File: src/dwp_map.svh
// Field positions, steps and sizes of the disk word data path
`ifndef DWP_MAP_SVH
`define DWP_MAP_SVH

// ----------------------------------------------------------------
// Word file
// ----------------------------------------------------------------
`define DWP_FILE_DEPTH      4
`define DWP_FILE_IDX_W      2

// ----------------------------------------------------------------
// Disk address fields
// ----------------------------------------------------------------
`define DWP_DA_SECT_LSB     0
`define DWP_DA_SECT_MSB     3
`define DWP_DA_SURF_BIT     4
`define DWP_DA_CYL_LSB      5
`define DWP_DA_CYL_MSB      12
`define DWP_DA_DRV_LSB      13
`define DWP_DA_DRV_MSB      15
`define DWP_DA_RESET        16'h0000

// ----------------------------------------------------------------
// Memory address
// ----------------------------------------------------------------
`define DWP_MA_STEP         16'h0002
`define DWP_MA_RESET        16'h0000

// ----------------------------------------------------------------
// Shift counter: four stages plus one for the wide option
// ----------------------------------------------------------------
`define DWP_SHCNT_W         5

`endif

File: src/dwp_pkg.sv
// Types shared by the disk word data path modules
`default_nettype none

package dwp_pkg;
    // Function in progress, decoded by the status control
    typedef enum logic [1:0] {
        FN_READ,
        FN_WRITE,
        FN_WCHECK,
        FN_RCHECK
    } dwp_func_t;
endpackage

`default_nettype wire

File: src/dwp_file_if.sv
// Carrier between the data path control and its four-word file
`default_nettype none

interface dwp_file_if #(
    parameter int WORD_W = 16
);
    logic              clear;
    logic              wr_en;
    logic [1:0]        wr_idx;
    logic [WORD_W-1:0] wr_data;
    logic              rd_en;
    logic [1:0]        rd_idx;
    logic [WORD_W-1:0] rd_data;
    logic              full;
    logic              empty;

    modport ctrl (
        output clear, wr_en, wr_idx, wr_data, rd_en, rd_idx,
        input  rd_data, full, empty
    );
    modport file (
        input  clear, wr_en, wr_idx, wr_data, rd_en, rd_idx,
        output rd_data, full, empty
    );
endinterface

`default_nettype wire

File: src/dwp_data_path.sv
// Disk word data path: buffers, word file, address counters
`include "dwp_map.svh"
`default_nettype none

module dwp_data_path #(
    parameter int WORD_W = 16
) (
    // Clock and reset
    input  wire logic                   mclk,
    input  wire logic                   srst,
    // Status control
    input  wire dwp_pkg::dwp_func_t     func_mode,
    input  wire logic                   init,
    input  wire logic                   general_clear,
    input  wire logic                   function_start,
    input  wire logic                   count_overflow,
    input  wire logic                   stop_transfers,
    input  wire logic                   format_mode,
    input  wire logic                   addr_inc_inhibit,
    input  wire logic                   last_word_done,
    input  wire logic                   file_done,
    // Disk control
    input  wire logic                   bit_clk,
    input  wire logic                   data_state,
    input  wire logic                   header_state,
    input  wire logic                   serial_disk_bit,
    input  wire logic                   last_sector,
    // Host bus control
    input  wire logic                   host_data_strobe,
    input  wire logic [WORD_W-1:0]      host_data,
    input  wire logic                   xfer_complete,
    input  wire logic                   da_load_lo,
    input  wire logic                   da_load_hi,
    input  wire logic                   ma_load_lo,
    input  wire logic                   ma_load_hi,
    input  wire logic [15:0]            load_data,
    // Data out
    output var  logic                   serial_write_bit,
    output var  logic [WORD_W-1:0]      output_word_reg,
    // Status out
    output var  logic                   input_full,
    output var  logic                   output_full,
    output var  logic                   data_late_flag,
    output var  logic                   xfer_enable,
    output var  logic                   xfer_request,
    output var  logic                   dma_bus_request,
    output var  logic                   sector_count_pulse,
    output var  logic                   cylinder_overflow,
    // Addresses
    output var  logic [15:0]            disk_address_reg,
    output var  logic [15:0]            memory_address_reg
);
    localparam int SHW = `DWP_SHCNT_W;
    localparam logic [SHW-1:0] LAST_CNT = SHW'(WORD_W - 1);

    // ----------------------------------------------------------------
    // Function decode and shift pulses
    // ----------------------------------------------------------------
    logic is_read;
    logic is_wr;
    logic is_rchk;
    logic in_phase;
    logic in_shift_pulse;
    logic out_shift_pulse;
    logic late_in;
    logic late_out;
    logic last_bit;
    logic file_write_pulse;
    logic file_read_pulse;
    logic xc_fall;
    logic [SHW-1:0] shcnt_reg,     shcnt_next;
    logic [1:0]     in_idx_reg,    in_idx_next;
    logic [1:0]     out_idx_reg,   out_idx_next;
    logic           in_full_reg,   in_full_next;
    logic           out_full_reg,  out_full_next;
    logic           late_reg,      late_next;
    logic           xen_reg,       xen_next;
    logic           xreq_reg,      xreq_next;
    logic           busreq_reg;
    logic           xc_prev_reg;
    logic           sect_end_reg,  sect_end_next;
    logic           sect_cnt_reg,  sect_cnt_next;
    logic           cylinder_overflow_reg,   cylinder_overflow_next;
    logic           release_end;

    logic [WORD_W-1:0] in_q;
    logic [WORD_W-1:0] out_q;

    dwp_file_if #(.WORD_W(WORD_W)) fif ();

    always_comb begin
        is_read  = (func_mode == dwp_pkg::FN_READ);
        is_rchk  = (func_mode == dwp_pkg::FN_RCHECK);
        is_wr    = (func_mode == dwp_pkg::FN_WRITE) ||
                   (func_mode == dwp_pkg::FN_WCHECK);
        in_phase = format_mode ? header_state : data_state;
        // A shift into a full buffer is refused and reported late
        in_shift_pulse  = is_read && bit_clk && in_phase &&
                          !input_full;
        late_in         = is_read && bit_clk && in_phase &&
                          input_full;
        out_shift_pulse = is_wr && bit_clk && data_state &&
                          output_full;
        late_out        = is_wr && bit_clk && data_state &&
                          !output_full;
        last_bit = (in_shift_pulse || out_shift_pulse) &&
                   (shcnt_reg == LAST_CNT);
        file_write_pulse = input_full && !fif.full;
        file_read_pulse  = !fif.empty && !output_full;
        xc_fall = xc_prev_reg && !xfer_complete;
    end

    // ----------------------------------------------------------------
    // Buffers and file
    // ----------------------------------------------------------------
    dwp_shift_buf #(.WORD_W(WORD_W)) u_in_buf (
        .mclk      (mclk),
        .srst      (srst),
        .clear     (general_clear || file_write_pulse),
        .load      (is_wr && host_data_strobe),
        .load_data (host_data),
        .shift     (in_shift_pulse),
        .shift_in  (serial_disk_bit),
        .q         (in_q)
    );

    dwp_shift_buf #(.WORD_W(WORD_W)) u_out_buf (
        .mclk      (mclk),
        .srst      (srst),
        .clear     (1'b0),
        .load      (file_read_pulse),
        .load_data (fif.rd_data),
        .shift     (out_shift_pulse),
        .shift_in  (1'b0),
        .q         (out_q)
    );

    dwp_word_file #(.WORD_W(WORD_W)) u_file (
        .mclk (mclk),
        .srst (srst),
        .f    (fif)
    );

    assign fif.clear   = general_clear;
    assign fif.wr_en   = file_write_pulse;
    assign fif.wr_idx  = in_idx_reg;
    assign fif.wr_data = in_q;
    assign fif.rd_en   = file_read_pulse;
    assign fif.rd_idx  = out_idx_reg;

    // ----------------------------------------------------------------
    // Sequencing state
    // ----------------------------------------------------------------
    always_comb begin
        shcnt_next   = shcnt_reg;
        in_idx_next  = in_idx_reg;
        out_idx_next = out_idx_reg;
        if (in_shift_pulse || out_shift_pulse) begin
            shcnt_next = last_bit ? '0 : shcnt_reg + SHW'(1);
        end
        if (file_write_pulse) begin
            in_idx_next = in_idx_reg + 2'h1;
        end
        if (file_read_pulse) begin
            out_idx_next = out_idx_reg + 2'h1;
        end
        if (general_clear) begin
            in_idx_next  = '0;
            out_idx_next = '0;
            shcnt_next   = '0;
        end

        // Set wins over the file write that empties the buffer
        in_full_next = (is_read && in_shift_pulse && last_bit) ||
                       (is_wr && xfer_complete) ||
                       (in_full_reg && !file_write_pulse);

        out_full_next = out_full_reg;
        if (file_read_pulse) begin
            out_full_next = 1'b1;
        end else if ((out_shift_pulse && last_bit) ||
                     (is_read && xc_fall)) begin
            out_full_next = 1'b0;
        end
        if (general_clear) begin
            out_full_next = 1'b0;
        end

        late_next = late_in || late_out ||
                    (late_reg && !init);

        xen_next = xen_reg;
        if (count_overflow || stop_transfers) begin
            xen_next = 1'b0;
        end
        if (function_start) begin
            xen_next = 1'b1;
        end

        xreq_next = xen_reg && !is_rchk &&
                    ((is_wr && !in_full_reg) ||
                     (is_read && out_full_reg));

        // Sector end drops once the data path has settled
        release_end = !xen_reg ||
                      ((is_read || is_rchk) && fif.empty &&
                       !out_full_reg) ||
                      (is_wr && fif.full && in_full_reg);
        sect_end_next = last_word_done ||
                        (sect_end_reg && !release_end);
        sect_cnt_next = sect_end_reg && !sect_end_next;
        cylinder_overflow_next  = sect_cnt_reg && last_sector &&
                        disk_address_reg[`DWP_DA_SURF_BIT] &&
                        !file_done;
    end

    always_ff @(posedge mclk) begin
        if (srst) begin
            shcnt_reg    <= '0;
            in_idx_reg   <= '0;
            out_idx_reg  <= '0;
            in_full_reg  <= 1'b0;
            out_full_reg <= 1'b0;
            late_reg     <= 1'b0;
            xen_reg      <= 1'b0;
            xreq_reg     <= 1'b0;
            busreq_reg   <= 1'b0;
            xc_prev_reg  <= 1'b0;
            sect_end_reg <= 1'b0;
            sect_cnt_reg <= 1'b0;
            cylinder_overflow_reg  <= 1'b0;
        end else begin
            shcnt_reg    <= shcnt_next;
            in_idx_reg   <= in_idx_next;
            out_idx_reg  <= out_idx_next;
            in_full_reg  <= in_full_next;
            out_full_reg <= out_full_next;
            late_reg     <= late_next;
            xen_reg      <= xen_next;
            xreq_reg     <= xreq_next;
            busreq_reg   <= xreq_reg;
            xc_prev_reg  <= xfer_complete;
            sect_end_reg <= sect_end_next;
            sect_cnt_reg <= sect_cnt_next;
            cylinder_overflow_reg  <= cylinder_overflow_next;
        end
    end

    // ----------------------------------------------------------------
    // Disk and memory address counters
    // ----------------------------------------------------------------
    logic [15:0] da_reg, da_next;
    logic [15:0] ma_reg, ma_next;

    always_comb begin
        da_next = da_reg;
        if (da_load_lo) begin
            da_next[7:0] = load_data[7:0];
        end
        if (da_load_hi) begin
            da_next[15:8] = load_data[15:8];
        end
        if (sect_cnt_reg && !da_load_lo && !da_load_hi) begin
            if (last_sector) begin
                // Head change: new surface, sector back to zero
                da_next[`DWP_DA_SECT_MSB:`DWP_DA_SECT_LSB] = 4'h0;
                da_next[`DWP_DA_SURF_BIT] =
                    !da_reg[`DWP_DA_SURF_BIT];
                if (da_reg[`DWP_DA_SURF_BIT]) begin
                    da_next[`DWP_DA_CYL_MSB:`DWP_DA_CYL_LSB] =
                        da_reg[`DWP_DA_CYL_MSB:`DWP_DA_CYL_LSB]
                        + 8'h01;
                end
            end else begin
                da_next[`DWP_DA_SECT_MSB:`DWP_DA_SECT_LSB] =
                    da_reg[`DWP_DA_SECT_MSB:`DWP_DA_SECT_LSB]
                    + 4'h1;
            end
        end
        if (init) begin
            da_next = `DWP_DA_RESET;
        end

        ma_next = ma_reg;
        if (ma_load_lo) begin
            ma_next[7:0] = load_data[7:0];
        end
        if (ma_load_hi) begin
            ma_next[15:8] = load_data[15:8];
        end
        if (xfer_complete && !addr_inc_inhibit &&
            !ma_load_lo && !ma_load_hi) begin
            ma_next = ma_reg + `DWP_MA_STEP;
        end
        if (init) begin
            ma_next = `DWP_MA_RESET;
        end
    end

    always_ff @(posedge mclk) begin
        if (srst) begin
            da_reg <= `DWP_DA_RESET;
            ma_reg <= `DWP_MA_RESET;
        end else begin
            da_reg <= da_next;
            ma_reg <= ma_next;
        end
    end

    // ----------------------------------------------------------------
    // Outputs, all straight from flip-flops
    // ----------------------------------------------------------------
    assign serial_write_bit   = out_q[0];
    assign output_word_reg    = out_q;
    assign input_full         = in_full_reg;
    assign output_full        = out_full_reg;
    assign data_late_flag     = late_reg;
    assign xfer_enable        = xen_reg;
    assign xfer_request       = xreq_reg;
    assign dma_bus_request    = busreq_reg;
    assign sector_count_pulse = sect_cnt_reg;
    assign cylinder_overflow  = cylinder_overflow_reg;
    assign disk_address_reg   = da_reg;
    assign memory_address_reg = ma_reg;
endmodule // dwp_data_path

`default_nettype wire

File: src/dwp_shift_buf.sv
// Parallel-load shift buffer that shifts toward bit 0
`default_nettype none

module dwp_shift_buf #(
    parameter int WORD_W = 16
) (
    // Clock and reset
    input  wire logic              mclk,
    input  wire logic              srst,
    // Control
    input  wire logic              clear,
    input  wire logic              load,
    input  wire logic [WORD_W-1:0] load_data,
    input  wire logic              shift,
    input  wire logic              shift_in,
    // Content
    output var  logic [WORD_W-1:0] q
);
    logic [WORD_W-1:0] buf_reg;
    logic [WORD_W-1:0] buf_next;

    // New bit enters at the top, bit 0 falls out
    always_comb begin
        buf_next = buf_reg;
        if (clear) begin
            buf_next = '0;
        end else if (load) begin
            buf_next = load_data;
        end else if (shift) begin
            buf_next = {shift_in, buf_reg[WORD_W-1:1]};
        end
    end

    always_ff @(posedge mclk) begin
        if (srst) begin
            buf_reg <= '0;
        end else begin
            buf_reg <= buf_next;
        end
    end

    assign q = buf_reg;
endmodule // dwp_shift_buf

`default_nettype wire

File: src/dwp_word_file.sv
// Four-word file with one occupancy flag per location
`include "dwp_map.svh"
`default_nettype none

module dwp_word_file #(
    parameter int WORD_W = 16
) (
    // Clock and reset
    input  wire logic mclk,
    input  wire logic srst,
    // File port
    dwp_file_if.file  f
);
    localparam int DEPTH = `DWP_FILE_DEPTH;

    logic [WORD_W-1:0] mem_reg  [DEPTH];
    logic [WORD_W-1:0] mem_next [DEPTH];
    logic [DEPTH-1:0]  occ_reg;
    logic [DEPTH-1:0]  occ_next;

    // Read and write may hit different locations in one cycle
    always_comb begin
        mem_next = mem_reg;
        occ_next = occ_reg;
        if (f.wr_en) begin
            mem_next[f.wr_idx] = f.wr_data;
        end
        if (f.rd_en) begin
            occ_next[f.rd_idx] = 1'b0;
        end
        if (f.wr_en) begin
            occ_next[f.wr_idx] = 1'b1;
        end
        if (f.clear) begin
            occ_next = '0;
        end
    end

    always_ff @(posedge mclk) begin
        if (srst) begin
            occ_reg <= '0;
        end else begin
            occ_reg <= occ_next;
        end
        mem_reg <= mem_next;
    end

    assign f.rd_data = mem_reg[f.rd_idx];
    assign f.full    = &occ_reg;
    assign f.empty   = ~|occ_reg;
endmodule // dwp_word_file

`default_nettype wire
File: config.mk
export PLATFORM = sky130hd
export DESIGN_NAME = dwp_data_path
export DESIGN_NICKNAME = d
export VERILOG_FILES = /design/src/dwp_pkg.sv /design/src/dwp_file_if.sv /design/src/dwp_data_path.sv /design/src/dwp_shift_buf.sv /design/src/dwp_word_file.sv
export VERILOG_INCLUDE_DIRS = /design/src
export SDC_FILE = /design/constraint.sdc
export NUM_CORES = 1
export LEC_CHECK = 0
export BUFFER_PORTS_ARGS = -buffer_cell sky130_fd_sc_hd__buf_2
export CAP_MARGIN = 5
export CORE_ASPECT_RATIO = 1.25
export CORE_MARGIN = 8
export CORE_UTILIZATION = 40
export DETAILED_ROUTE_END_ITERATION = 7
export PLACE_DENSITY_LB_ADDON = 0.2
export SYNTH_ARGS = -nofsm -noshare
export SYNTH_HDL_FRONTEND = slang
export SYNTH_SLANG_ARGS = --single-unit
File: constraint.sdc
create_clock -name mclk -period 1.9 [get_ports mclk]
set_input_delay 0.19 -clock mclk [delete_from_list [all_inputs] [get_ports mclk]]
set_output_delay 0.19 -clock mclk [all_outputs]
set_load 0.005 [all_outputs]
==> metrics.md <==
| Metric | Value |
|---|---|
| Slew Viols, Final | `0` |
| Rows | `52` |
| Critical path class | `reg2reg` |
| Number of synthesized flops with an enable pin | `64` |
| Worst Setup Start Kind | `register` |
| Reported max-cap violation count | `0` |
| Footprint of the multi-input gates | `2520 um2` |
| Synth top area share | `29.9%` |
| GPL Wtd Cong | `0.810` |
| WP data required | `2.25 ns` |
| Place WS | `0.147 ns` |
| Mapped Nets | `636` |
| Crit-path cells | `nand4bb_4 -> or3_4 -> or4_1 -> a31oi_1` |
| Pin count of the biggest net entering global routing | `33` |
| Post-DR wirelength/cell | `17.2 um` |
| Cell with the most instances after synthesis | `dfxtp_1` |
| DRT Wirelength | `15800 um` |
| Core area | `15900 um2` |
| Max clock buf depth | `2` |
| Hold Vio Cnt, Final | `0` |
| Final core utilization | `50.1%` |
| R2r setup slk | `0.14 ns` |
| Actual slew at the worst max-slew pin | `0.402 ns` |
| Final Skew | `0.0119 ns` |
| I/O Buffers | `112` |
| Hold Crit Class | `in2reg` |
| Comb pwr share | `6.1%` |
| Switch Pwr | `1.64 mW` |
| Sink of the worst hold path | `u_in_buf.q[11]` |
| Die X | `129 um` |
| Net Sw Frac | `23.1%` |
| Min-Delay Path Depth | `3` |
| Initial antenna violation count | `0` |
| Run status | `completed` |
| Reg2reg path depth | `4` |
| Setup WS post-layout | `0.136 ns` |
| Arrival time worst endpoint | `2.11 ns` |
| Clock Power Share | `44.4%` |
| FF/Latch Area | `3660 um2` |
| Top_reg_cell synth | `dfxtp_1` |
| RSZ-0062 raised after global routing | `no` |
| Final worst-path cycle share | `92.9%` |
| HP Start | `host_data[11]` |
| Post-layout net count | `765` |
| Remaining DRCs | `0` |
| Die Y-Extent | `158 um` |
| Leading area contributor after synthesis | `edfxtp_1` |
| Synth Area per Inst | `11.3 um2` |
| Post-synthesis instance total | `566` |
| Synth cell types | `51` |
| Via density | `5.27` |
| Top post-synthesis cells by count | `87 x dfxtp_1, 64 x edfxtp_1, 59 x nor2_1` |
| N_diodes | `0` |
| Layout cells sized above 1 | `27.0%` |
| Clock root cell | `clkbuf_16` |
| Setup TNS | `0 ns` |
| Post-Place Cell Area | `7410 um2` |
| 1st-pass router iterations | `5` |
| Worst path max stage delay | `0.51 ns` |
| Fillers | `1472` |
| Gr usage total | `16.0%` |
| Internal | `5.45 mW` |
| Cts bufs inserted | `17` |
| Via count | `4862` |
| Synthesis warning total | `0` |
| Slew HR | `73.1%` |
| CTS tree | `yes` |
| Flop pwr share | `49.5%` |
| Grt total ovfl | `0` |
| CP Capture Type | `register` |
| Vias in the first global route | `4854` |
| Top post-synthesis cells by area | `edfxtp_1 30%, dfxtp_1 27%, mux4_2 5.6%` |
| Layout overhead on the synthesized area | `24.4%` |
| FMAX | `567 MHz` |
| Yosys reg bits | `151` |
| Mapped cell area | `6420 um2` |
| CTS clock-pin slew for the worst setup and hold paths | `0.06 ns` |
| Hold slack | `0.0500 ns` |
| Clock Latency Late Sink | `0.42 ns` |
| Crit-path slowest cell | `or4_1` |
| CP max FO | `7` |
| Global-route wire length before repair | `25000 um` |
| Pwr dens | `888 nW/um2` |
| Final worst path period need | `1.76 ns` |
| Initial DRC count | `378` |
| IO Pins | `113` |
| Post-DRT Antenna Nets | `0` |
| Setup violators final | `0` |
| Synth async-reset ratio | `0%` |
| VDD IR max | `630 uV` |
| Pleak | `2.99 nW` |
| Starting Density | `40.3%` |
| Number of H-tree levels | `4` |
| Design area | `7980 um2` |
| Number of flip-flops in the largest register | `64` |
| Register area share after synthesis | `57.1%` |
| Die ar. | `20400 um2` |
| CTS Sinks | `151` |
| Post-DP HPWL | `11100 um` |
| Post-CTS sizing | `0` |
| FF-to-FF End | `memory_address_reg[15]` |
| R2r startpoint | `memory_address_reg[7]` |
[layout make-up]
| class | count | share of cell area (%) |
|---|---|---|
| clock inverters | 13 | 1.60 |
| flip-flops and latches | 151 | 45.9 |
| well taps | 216 | 3.39 |
| clock buffers | 18 | 5.38 |
| repair buffers | 141 | 10.9 |
| inverters | 26 | 1.22 |
| multi-input cells | 358 | 31.6 |
[power groups by stage]
stage / Clock (mW) / Combinational, mW / Sequential (mW)
floorplan: 0 / 0.218 / 3.57
global placement: 0 / 0.426 / 3.57
detailed placement: 0 / 0.431 / 3.58
CTS: 3.22 / 0.437 / 3.51
global route: 3.36 / 0.480 / 3.52
finish: 3.15 / 0.433 / 3.51
[per-layer routing]
metal	track usage (%)	routed length (um)
met2	26.9	7800
met4	5.33	232
met3	4.58	1050
met5	0	0
met1	19.1	6760
[what timing repair did]
item,4_1_cts,5_1_grt
hold endpoints to repair,2,0
hold buffers,2,0
setup buffers,0,0
[stage by stage]
| step | std cells | total power [mW] |
|---|---|---|
| detailed placement | 890 | 4.01 |
| global route | 923 | 7.36 |
| global placement | 890 | 4.00 |
| CTS | 923 | 7.16 |
| finish | 923 | 7.09 |
| floorplan | 566 | 3.78 |
[placed cells by master, fill, tap and decap left out, types with 4 or more instances in the layout]
master and instances:
buf_2 112, dfxtp_1 87, edfxtp_1 64, nor2_1 59, nand2_1 48, o21ai_0 27
inv_1 25, a21oi_1 24, mux2i_1 24, a211oi_1 22, buf_4 20, nand3_1 18
clkbuf_16 17, mux4_2 16, a311oi_1 15, ha_1 14, xnor2_1 12, nor3_1 8
nor2b_1 7, nor4_1 7, buf_12 7, xor2_1 6, clkinv_4 6, and4_1 4
nor3b_1 4, nand4_1 4, or3_1 4
[kinds of logic (layout without fill, tap and decap cells)]
logic type	after synthesis	after routing	synth area share, %
buffers and inverters	57	198	3.57
AOI/OAI and AO/OA	106	106	10.9
and+or+nand+nor	179	179	13.8
DFF	151	151	57.1
xor gates and xnor gates	18	18	2.46
muxes	41	41	9.53
adders and majority gates	14	14	2.73
[worst max-delay path by stage]
stage / slack (ns) / start / endpoint / cells past startpoint
floorplan: 0.16 / fif.rd_idx[0] / u_out_buf.q[15] / 5
global placement: 0.17 / ma_load_lo / memory_address_reg[15] / 5
detailed placement: 0.15 / ma_load_lo / memory_address_reg[15] / 5
CTS: 0.14 / memory_address_reg[7] / memory_address_reg[15] / 4
global route: 0.09 / memory_address_reg[8] / memory_address_reg[15] / 4
finish: 0.14 / memory_address_reg[7] / memory_address_reg[15] / 4
[worst max-delay path, delay by kind of cell (launching register included)]
kind	cells	cell delay, ns
AO/OA/AOI/OAI	1	0.16
AND/OR/NAND/NOR	3	1.11
flip-flops	1	0.43
(Power assumes the default switching activity.)
